**config.mk**
```make
export PLATFORM = sky130hd
export DESIGN_NAME = sacc_adc_ctrl
export DESIGN_NICKNAME = d
export VERILOG_FILES = /design/src/design/sacc_pkg.sv /design/src/design/sacc_adc_ctrl.sv /design/src/design/sacc_sar_core.sv
export SDC_FILE = /design/constraint.sdc
export NUM_CORES = 1
export LEC_CHECK = 0
export ABC_AREA = 1
export CAP_MARGIN = 20
export CORE_MARGIN = 4
export CORE_UTILIZATION = 55
export CTS_BUF_LIST = sky130_fd_sc_hd__clkbuf_16
export CTS_CLUSTER_DIAMETER = 200
export DETAILED_ROUTE_END_ITERATION = 16
export DONT_BUFFER_PORTS = 1
export GPL_TIMING_DRIVEN = 1
export PLACE_DENSITY = 0.81
export REMOVE_ABC_BUFFERS = 1
export SLEW_MARGIN = 40
export SYNTH_ARGS = -nofsm -noshare
export SYNTH_HDL_FRONTEND = slang
export SYNTH_SLANG_ARGS = --single-unit
```
**constraint.sdc**
```tcl
create_clock -name ref_clk -period 3.2 [get_ports ref_clk]
set_input_delay 0.16 -clock ref_clk [delete_from_list [all_inputs] [get_ports ref_clk]]
set_output_delay 0.16 -clock ref_clk [all_outputs]
set_load 0.02 [all_outputs]
```
**src/design/sacc_pkg.sv**
```systemverilog
// Function
// - enable powers converter, converts continuously
// - done flag cleared when a conversion is (re)started, not by later continuous conversions
// - finished conversion sets done flag
// - done interrupt only when enabled; wakes wait
// - result stays until next conversion ends
// - high byte read clears done flag
// - new channel aborts and restarts conversion
// - low byte read locks both result registers
// - high byte read or disable unlocks
// - locked results not overwritten by conversions
// - over-range gives 3FF, under-range zero
// - 10-bit result split over two bytes
// - channel field selects one of 16
// - stretch bit lengthens sampling time
// - disable or halt powers converter down
// - control/status layout: done, prescale, enable, channel
// - prescale codes give 4, 2, 1 MHz
// - high holds bits 9:2, low bits 1:0
package sacc_pkg;

  // ==========================================================
  // clocking
  localparam int SYS_CLK_HZ    = 100_000_000;
  localparam int ADC_F_FAST_HZ = 4_000_000;
  localparam int ADC_F_MID_HZ  = 2_000_000;
  localparam int ADC_F_SLOW_HZ = 1_000_000;
  localparam logic [6:0] DIV_FAST = 7'(SYS_CLK_HZ / ADC_F_FAST_HZ - 1);
  localparam logic [6:0] DIV_MID  = 7'(SYS_CLK_HZ / ADC_F_MID_HZ - 1);
  localparam logic [6:0] DIV_SLOW = 7'(SYS_CLK_HZ / ADC_F_SLOW_HZ - 1);

  // ==========================================================
  // conversion timing in converter clocks
  localparam int RES_BITS = 10;
  localparam logic [3:0] SAMPLE_TICKS      = 4'h3;
  localparam logic [3:0] SAMPLE_TICKS_LONG = 4'h6;

  // ==========================================================
  // register indices; byte address is four times the index
  localparam logic [7:0] IDX_CSR = 8'h2E;
  localparam logic [7:0] IDX_MSB = 8'h2F;
  localparam logic [7:0] IDX_LSB = 8'h30;
  localparam logic [7:0] IDX_CBC = 8'h31;
  localparam logic [11:0] ADDR_CSR = {2'b00, IDX_CSR, 2'b00};
  localparam logic [11:0] ADDR_MSB = {2'b00, IDX_MSB, 2'b00};
  localparam logic [11:0] ADDR_LSB = {2'b00, IDX_LSB, 2'b00};
  localparam logic [11:0] ADDR_CBC = {2'b00, IDX_CBC, 2'b00};

  // ==========================================================
  // field positions and reset values
  localparam int CSR_DONE_BIT = 7;
  localparam int CSR_PRE_MSB  = 6;
  localparam int CSR_PRE_LSB  = 5;
  localparam int CSR_EN_BIT   = 4;
  localparam int CSR_CH_MSB   = 3;
  localparam int CBC_IRQ_BIT  = 0;
  localparam int CBC_STR_BIT  = 1;
  localparam logic [1:0] PRE_FAST = 2'h0;
  localparam logic [1:0] PRE_MID  = 2'h1;
  localparam logic [1:0] PRE_SLOW = 2'h2;
  localparam logic [7:0] RST_BYTE = 8'h00;
  localparam logic [RES_BITS-1:0] RST_RESULT = 10'h000;

  typedef enum logic [2:0] {
    SACC_IDLE   = 3'b001,
    SACC_SAMPLE = 3'b010,
    SACC_STEP   = 3'b100
  } sacc_state_t;

endpackage

```
**src/design/sacc_adc_ctrl.sv**
```systemverilog
`timescale 1ns/1ps
`default_nettype none

module sacc_adc_ctrl
  import sacc_pkg::*;
(
  input  wire logic                ref_clk,
  input  wire logic                rst,
  input  wire logic [11:0]         paddr,
  input  wire logic                psel,
  input  wire logic                penable,
  input  wire logic                pwrite,
  input  wire logic [31:0]         pwdata,
  output logic [31:0]              prdata,
  output logic                     pready,
  output logic                     pslverr,
  input  wire logic                halt_mode,
  input  wire logic                comp_in,
  output logic [3:0]               chan_sel,
  output logic [RES_BITS-1:0]      dac_code,
  output logic                     sample_en,
  output logic                     adc_power_on,
  output logic                     done_irq,
  output logic                     wake_req
);

  // ==========================================================
  // declarations
  logic                  setup;
  logic                  access;
  logic                  hit_csr;
  logic                  hit_msb;
  logic                  hit_lsb;
  logic                  hit_cbc;
  logic                  mapped;
  logic                  wr_csr;
  logic                  wr_cbc;
  logic                  rd_msb;
  logic                  rd_lsb;
  logic                  lsb_setup;

  logic                  enable_reg;
  logic [1:0]            pre_reg;
  logic [3:0]            chan_reg;
  logic                  irq_en_reg;
  logic                  stretch_reg;
  logic                  done_reg;
  logic                  lock_reg;
  logic [RES_BITS-1:0]   res_reg;
  logic [31:0]           prdata_reg;
  logic [31:0]           prdata_next;

  logic                  run;
  logic                  run_d_reg;
  logic                  chan_change;
  logic                  restart;
  logic [6:0]            div_target;
  logic [6:0]            pre_cnt_reg;
  logic                  tick;
  logic                  comp_meta_reg;
  logic                  comp_sync_reg;

  logic                  core_sampling;
  logic                  core_done;
  logic [RES_BITS-1:0]   core_result;
  logic                  store_ok;

  // ==========================================================
  // apb decode
  // zero wait states: every access phase completes at once
  assign setup   = psel & ~penable;
  assign access  = psel & penable;
  assign hit_csr = (paddr == ADDR_CSR);
  assign hit_msb = (paddr == ADDR_MSB);
  assign hit_lsb = (paddr == ADDR_LSB);
  assign hit_cbc = (paddr == ADDR_CBC);
  assign mapped  = hit_csr | hit_msb | hit_lsb | hit_cbc;

  assign pready  = access;
  assign pslverr = access & ~mapped;

  assign wr_csr = access & pwrite & hit_csr;
  assign wr_cbc = access & pwrite & hit_cbc;
  assign rd_msb = access & ~pwrite & hit_msb;
  assign rd_lsb = access & ~pwrite & hit_lsb;

  // low byte value is captured during setup; no store may slip in
  // between that capture and the lock taking hold
  assign lsb_setup = setup & ~pwrite & hit_lsb;

  // ==========================================================
  // control/status fields
  always_ff @(posedge ref_clk or posedge rst) begin
    if (rst) begin
      enable_reg <= 1'b0;
      pre_reg    <= PRE_FAST;
      chan_reg   <= 4'h0;
    end else if (wr_csr) begin
      // done bit is read only; its write value is dropped
      enable_reg <= pwdata[CSR_EN_BIT];
      pre_reg    <= pwdata[CSR_PRE_MSB:CSR_PRE_LSB];
      chan_reg   <= pwdata[CSR_CH_MSB:0];
    end
  end

  // ==========================================================
  // clock/beep control bits: stretch feeds the converter, irq enable gates the interrupt
  always_ff @(posedge ref_clk or posedge rst) begin
    if (rst) begin
      irq_en_reg  <= 1'b0;
      stretch_reg <= 1'b0;
    end else if (wr_cbc) begin
      irq_en_reg  <= pwdata[CBC_IRQ_BIT];
      stretch_reg <= pwdata[CBC_STR_BIT];
    end
  end

  // ==========================================================
  // run control
  // halt powers the converter down; wait has no effect here
  assign run = enable_reg & ~halt_mode;

  always_ff @(posedge ref_clk or posedge rst) begin
    if (rst) begin
      run_d_reg <= 1'b0;
    end else begin
      run_d_reg <= run;
    end
  end

  // rewriting the same channel keeps the running conversion
  assign chan_change = wr_csr & run & (pwdata[CSR_CH_MSB:0] != chan_reg);
  assign restart     = (run & ~run_d_reg) | chan_change;

  // ==========================================================
  // converter clock prescaler
  always_comb begin
    unique case (pre_reg)
      PRE_FAST: div_target = DIV_FAST;
      PRE_MID:  div_target = DIV_MID;
      PRE_SLOW: div_target = DIV_SLOW;
      default:  div_target = DIV_SLOW;
    endcase
  end

  // restart realigns the divider so every conversion is the same length
  always_ff @(posedge ref_clk or posedge rst) begin
    if (rst) begin
      pre_cnt_reg <= 7'h00;
    end else if (!run || restart || tick) begin
      pre_cnt_reg <= 7'h00;
    end else begin
      pre_cnt_reg <= pre_cnt_reg + 7'h01;
    end
  end

  // >= so a smaller divisor written mid-count never overruns
  assign tick = run & ~restart & (pre_cnt_reg >= div_target);

  // ==========================================================
  // comparator synchroniser
  always_ff @(posedge ref_clk or posedge rst) begin
    if (rst) begin
      comp_meta_reg <= 1'b0;
      comp_sync_reg <= 1'b0;
    end else begin
      comp_meta_reg <= comp_in;
      comp_sync_reg <= comp_meta_reg;
    end
  end

  // ==========================================================
  // successive approximation sequencer
  sacc_sar_core u_core (
    .ref_clk    (ref_clk),
    .rst        (rst),
    .run        (run),
    .restart    (restart),
    .tick       (tick),
    .stretch    (stretch_reg),
    .comp_hi    (comp_sync_reg),
    .dac_code   (dac_code),
    .sampling   (core_sampling),
    .converting (),
    .conv_done  (core_done),
    .result     (core_result)
  );

  // ==========================================================
  // done flag
  // a finishing conversion beats a same-cycle clear
  always_ff @(posedge ref_clk or posedge rst) begin
    if (rst) begin
      done_reg <= 1'b0;
    end else if (core_done) begin
      done_reg <= 1'b1;
    end else if (rd_msb) begin
      done_reg <= 1'b0;
    end else if (restart || !run) begin
      done_reg <= 1'b0;
    end
  end

  // ==========================================================
  // result lock
  // software must follow a low read with a high read, or results freeze
  always_ff @(posedge ref_clk or posedge rst) begin
    if (rst) begin
      lock_reg <= 1'b0;
    end else if (!enable_reg) begin
      lock_reg <= 1'b0;
    end else if (rd_msb) begin
      lock_reg <= 1'b0;
    end else if (rd_lsb) begin
      lock_reg <= 1'b1;
    end
  end

  // an 8-bit reader never touches the low byte, so no lock is left
  assign store_ok = core_done & ~lock_reg & ~lsb_setup & ~rd_lsb;

  // ==========================================================
  // result registers
  // held until the next completed, unlocked conversion
  always_ff @(posedge ref_clk or posedge rst) begin
    if (rst) begin
      res_reg <= RST_RESULT;
    end else if (store_ok) begin
      res_reg <= core_result;
    end
  end

  // ==========================================================
  // read data
  // captured in setup so prdata is a flop during the access phase
  always_comb begin
    prdata_next = 32'h0000_0000;
    if (hit_csr) begin
      prdata_next[CSR_DONE_BIT]            = done_reg;
      prdata_next[CSR_PRE_MSB:CSR_PRE_LSB] = pre_reg;
      prdata_next[CSR_EN_BIT]              = enable_reg;
      prdata_next[CSR_CH_MSB:0]            = chan_reg;
    end else if (hit_msb) begin
      prdata_next[7:0] = res_reg[RES_BITS-1:2];
    end else if (hit_lsb) begin
      prdata_next[1:0] = res_reg[1:0];
    end else if (hit_cbc) begin
      prdata_next[CBC_IRQ_BIT] = irq_en_reg;
      prdata_next[CBC_STR_BIT] = stretch_reg;
    end
  end

  always_ff @(posedge ref_clk or posedge rst) begin
    if (rst) begin
      prdata_reg <= 32'h0000_0000;
    end else if (setup && !pwrite) begin
      prdata_reg <= prdata_next;
    end
  end

  assign prdata = prdata_reg;

  // ==========================================================
  // analog side
  assign chan_sel     = chan_reg;
  // power follows run at once; the core only idles one edge later
  assign sample_en    = core_sampling & run;
  assign adc_power_on = run;

  // ==========================================================
  // interrupt request
  // only wait can be left on this request; halt stops the converter
  assign done_irq = done_reg & irq_en_reg;
  assign wake_req = done_irq & ~halt_mode;

endmodule // sacc_adc_ctrl

`default_nettype wire

```
**src/design/sacc_sar_core.sv**
```systemverilog
`timescale 1ns/1ps
`default_nettype none

module sacc_sar_core
  import sacc_pkg::*;
(
  input  wire logic                ref_clk,
  input  wire logic                rst,
  input  wire logic                run,
  input  wire logic                restart,
  input  wire logic                tick,
  input  wire logic                stretch,
  input  wire logic                comp_hi,
  output logic [RES_BITS-1:0]      dac_code,
  output logic                     sampling,
  output logic                     converting,
  output logic                     conv_done,
  output logic [RES_BITS-1:0]      result
);

  sacc_state_t           state_reg;
  logic [3:0]            samp_cnt_reg;
  logic [3:0]            bit_reg;
  logic [RES_BITS-1:0]   trial_reg;
  logic [RES_BITS-1:0]   kept;
  logic [3:0]            samp_len;

  assign samp_len = stretch ? SAMPLE_TICKS_LONG : SAMPLE_TICKS;
  // keep trial bit only if input is above the trial level
  assign kept = comp_hi ? trial_reg : (trial_reg & ~(10'h001 << bit_reg));

  // ==========================================================
  // sequencer
  always_ff @(posedge ref_clk or posedge rst) begin
    if (rst) begin
      state_reg    <= SACC_IDLE;
      samp_cnt_reg <= 4'h0;
      bit_reg      <= 4'h0;
      trial_reg    <= RST_RESULT;
      conv_done    <= 1'b0;
      result       <= RST_RESULT;
    end else begin
      conv_done <= 1'b0;
      if (!run) begin
        state_reg <= SACC_IDLE;
      end else if (restart) begin
        state_reg    <= SACC_SAMPLE;
        samp_cnt_reg <= 4'h0;
      end else if (tick) begin
        unique case (state_reg)
          SACC_IDLE: begin
            state_reg    <= SACC_SAMPLE;
            samp_cnt_reg <= 4'h0;
          end
          SACC_SAMPLE: begin
            if (samp_cnt_reg + 4'h1 >= samp_len) begin
              state_reg <= SACC_STEP;
              bit_reg   <= 4'(RES_BITS - 1);
              trial_reg <= 10'h200;
            end else begin
              samp_cnt_reg <= samp_cnt_reg + 4'h1;
            end
          end
          SACC_STEP: begin
            // all-high comparisons end at 3FF, all-low at 000
            if (bit_reg == 4'h0) begin
              result       <= kept;
              conv_done    <= 1'b1;
              state_reg    <= SACC_SAMPLE;
              samp_cnt_reg <= 4'h0;
            end else begin
              trial_reg <= kept | (10'h001 << (bit_reg - 4'h1));
              bit_reg   <= bit_reg - 4'h1;
            end
          end
        endcase
      end
    end
  end

  assign dac_code   = trial_reg;
  assign sampling   = (state_reg == SACC_SAMPLE);
  assign converting = (state_reg != SACC_IDLE);

endmodule // sacc_sar_core

`default_nettype wire

```
==> metrics.md <==
| Metric | Value |
|---|---|
| Cells after Synth | around 540 |
| Clock-pin slew on the worst setup and hold paths | approximately 0.060 ns |
| TNS Setup | 0 ns |
| Maxcap violations | 0 |
| Simple-Gate Fraction of Synth Area | roughly 28% |
| Class of the worst hold path | in -> reg |
| Synth async-reset ratio | 100% |
| GRT Overall Usage | 21.3% |
| Vias in the first global route | ~3400 |
| Commonest non-fill, non-tap cell in the layout | nand2_1 |
| Cts repair resizes | 0 |
| Peak supply drop | 0.269 mV |
| Most frequent cells in the layout | nand2_1, inv_1, dfrtp_1 |
| Post-layout util | 61.7% |
| ANT cells | 0 |
| Worst Path Required | 3.45 ns |
| RSZ-0062 raised after global routing | false |
| # setup viols final | 0 |
| Initial drt markers | 242 |
| GR Overflow Total | 0 |
| CP endpoint kind | flop |
| Startpoint types | flop |
| Syn Area/Cell | 7.83 um^2 |
| Clk sinks | approximately 70 |
| Root buffer cell | clkbuf_16 |
| Post-synthesis sequential area ratio | 41.9% |
| Die X | around 96 um |
| Global-route wire length before repair | ~15 mm |
| Drt total wl | 8.71 mm |
| Cell area after synthesis | 0.00424 mm^2 |
| CTS Buffer Depth | 2 |
| Worst hold slack | 0.0177 ns |
| Pleak | 2.31 nW |
| Remaining antenna violation count after routing | 0 |
| Multiplexer share of the synthesized area | less than 1% |
| Main synth FF type | dfrtp_1 |
| Routed via count | 3406 |
| Max frequency | 386 MHz |
| Area Overhead vs Synth | 7.23% |
| Post-synth EDFFs | 0 |
| Netlist cell types | 45 |
| Ys Warns | 0 |
| Die Area | approximately 0.0092 mm^2 |
| H-tree levels | 3 |
| Post-DP HPWL | 6.50 mm |
| Pre-CTS WS | 0.589 ns |
| Fill count | 625 |
| Final Hold Viols | 0 |
| Setup Buffers After CTS | 0 |
| DP Area | between 0.004 and 0.005 mm^2 |
| Global placer's final weighted congestion | 0.864 |
| Routed length per instance | 13.3 um |
| Pin count of the biggest net entering global routing | 72 |
| Fin Clk Skew | approximately 0.012 ns |
| Die Span Y | 95.8 um |
| Initial antenna violation count | 0 |
| Ratio of final minimum period to clock period | about 81% |
| CTS Buf Count | 9 |
| Synth Area in Compound Gates | 10.3% |
| Adder-cell share of the synthesized area | 4.72% |
| Worst-Skew Late Latency | 0.33 ns |
| CTS tree | built |
| Largest family of logic cells by synthesized area | simple AND/OR/NAND/NOR gates |
| Max Transition Viols Final | 0 |
| IO Count | between 100 and 150 |
| Slew Limit Headroom | 52.2% |
| WS Path Type | reg -> reg |
| Worst Path Arrival | ~2.8 ns |
| I/O Buffers | 0 |
| Pre-antenna DRT Iters | 4 |
| WHS Path Cells | 2 |
| Final WS setup | 0.606 ns |
| Design area | 0.00455 mm^2 |
| Share of cells above drive strength 1 | between 10% and 20% |
| Fin crit period | 2.59 ns |
| #FFs+latches synth | 71 |
| Final #Nets | 619 |
| Area of the core | 0.00737 mm^2 |
| CP Max Fanout | 21 |
| Post-Synth XOR/XNOR Area | ~1.2% |
| Remaining DRCs | 0 |
| Initial Utilization | 57.6% |
| Worst slew pin tran | 0.715 ns |
| PD cells | 426 mW/mm^2 |
| Via/cell ratio | roughly 5.2 |
| Row count | 31 |
| Status | finished clean |
| Worst reg2reg path depth | 14 |
[area by class of cell]
class	count	area, um^2	area share (%)
Timing Repair Buffer	9	88.8	1.95
Clock inverter	6	31.3	0.688
Tap cell	99	124	2.72
Multi-Input combinational cell	379	1990	43.8
Inverter	82	308	6.77
Sequential cell	71	1780	39.1
Clock buffer	9	225	4.95
[cells in the mapped netlist (2+ instances only)]
| library cell | n | area [um^2] |
|---|---|---|
| nor2_2 | 3 | 18.8 |
| o2111ai_1 | 2 | 17.5 |
| o21ai_1 | 6 | 30.0 |
| inv_2 | 11 | 41.3 |
| buf_6 | 4 | 45.0 |
| o21bai_1 | 2 | 15.0 |
| ha_1 | 16 | 200 |
| nand2_2 | 5 | 31.3 |
| nand3_1 | 26 | 130 |
| xnor2_1 | 3 | 26.3 |
| nand4_1 | 6 | 37.5 |
| dfrtp_1 | 70 | 1750 |
| buf_4 | 25 | 188 |
| o31ai_1 | 4 | 30.0 |
| nor3_1 | 2 | 10.0 |
| clkbuf_1 | 2 | 7.51 |
| xor2_1 | 3 | 26.3 |
| a21oi_1 | 14 | 70.1 |
| nor2_4 | 6 | 67.6 |
| nor3b_1 | 3 | 22.5 |
| inv_1 | 70 | 263 |
| nor2_1 | 57 | 214 |
| o211ai_1 | 2 | 15.0 |
| nor3_4 | 2 | 32.5 |
| nand2_1 | 141 | 529 |
| nand3_2 | 5 | 50.1 |
| o21ai_0 | 20 | 100 |
| a31oi_1 | 11 | 68.8 |
| o21ai_2 | 5 | 43.8 |
[metrics by stage]
step | total power (W) | cells
global route | 0.00204 | 655
floorplan | 0.00106 | 532
finish | 0.00194 | 655
CTS | 0.00197 | 655
detailed placement | 0.00108 | 633
global placement | 0.00108 | 633
[cells by family after synthesis]
| logic type | count (synthesis) |
|---|---|
| other | 1 |
| DFF | 71 |
| and+or+nand+nor | 260 |
| buffers and inverters | 115 |
| AOI/OAI and AO/OA | 72 |
| muxes | 1 |
| adders and majority gates | 16 |
| xor gates and xnor gates | 6 |
[routing by layer]
layer	share of wire, %	wire length, um	GRT usage, %
met5	0	0	0
met3	7.3	639	4.46
met4	1.7	145	9.12
met1	43	3740	26.7
met2	48	4190	35.6
[path summary, 6_finish.rpt]
kind                       slack [ns]                    from                     end
max                              0.61  u_core.samp_cnt_reg[0]      u_core.dac_code[9]
min reg2reg                      0.35           comp_meta_reg           comp_sync_reg
max reg2reg                      0.61  u_core.samp_cnt_reg[0]      u_core.dac_code[9]
max in group asynchronous        2.32                     rst  u_core.samp_cnt_reg[2]
min in group asynchronous        0.45                     rst          pre_cnt_reg[4]
min                              0.02               pwdata[4]              enable_reg
[worst max-delay path, cell delays in order (launching register included)]
cell and delay (ns):
dfrtp_1 0.45, ha_1 0.24, xnor2_1 0.18, inv_1 0.07
ha_1 0.27, nand2_1 0.04, a21oi_1 0.11, nor2_1 0.07
nand3_1 0.06, nand2_1 0.09, nor2_1 0.12, nand3_2 0.37
inv_2 0.27, nand2_1 0.08, o21ai_1 0.08
[report_power, final]
part	switching (W)	internal, W
registers	0.0000280	0.000917
logic	0.0000972	0.0000317
clock network	0.000355	0.000510
total	0.000480	0.00146
[timing repair]
action	CTS	global route
endpoints found under the setup margin	0	0
hold buffers	7	0
endpoints found under the hold margin	75	0
(Power assumes the default switching activity.)
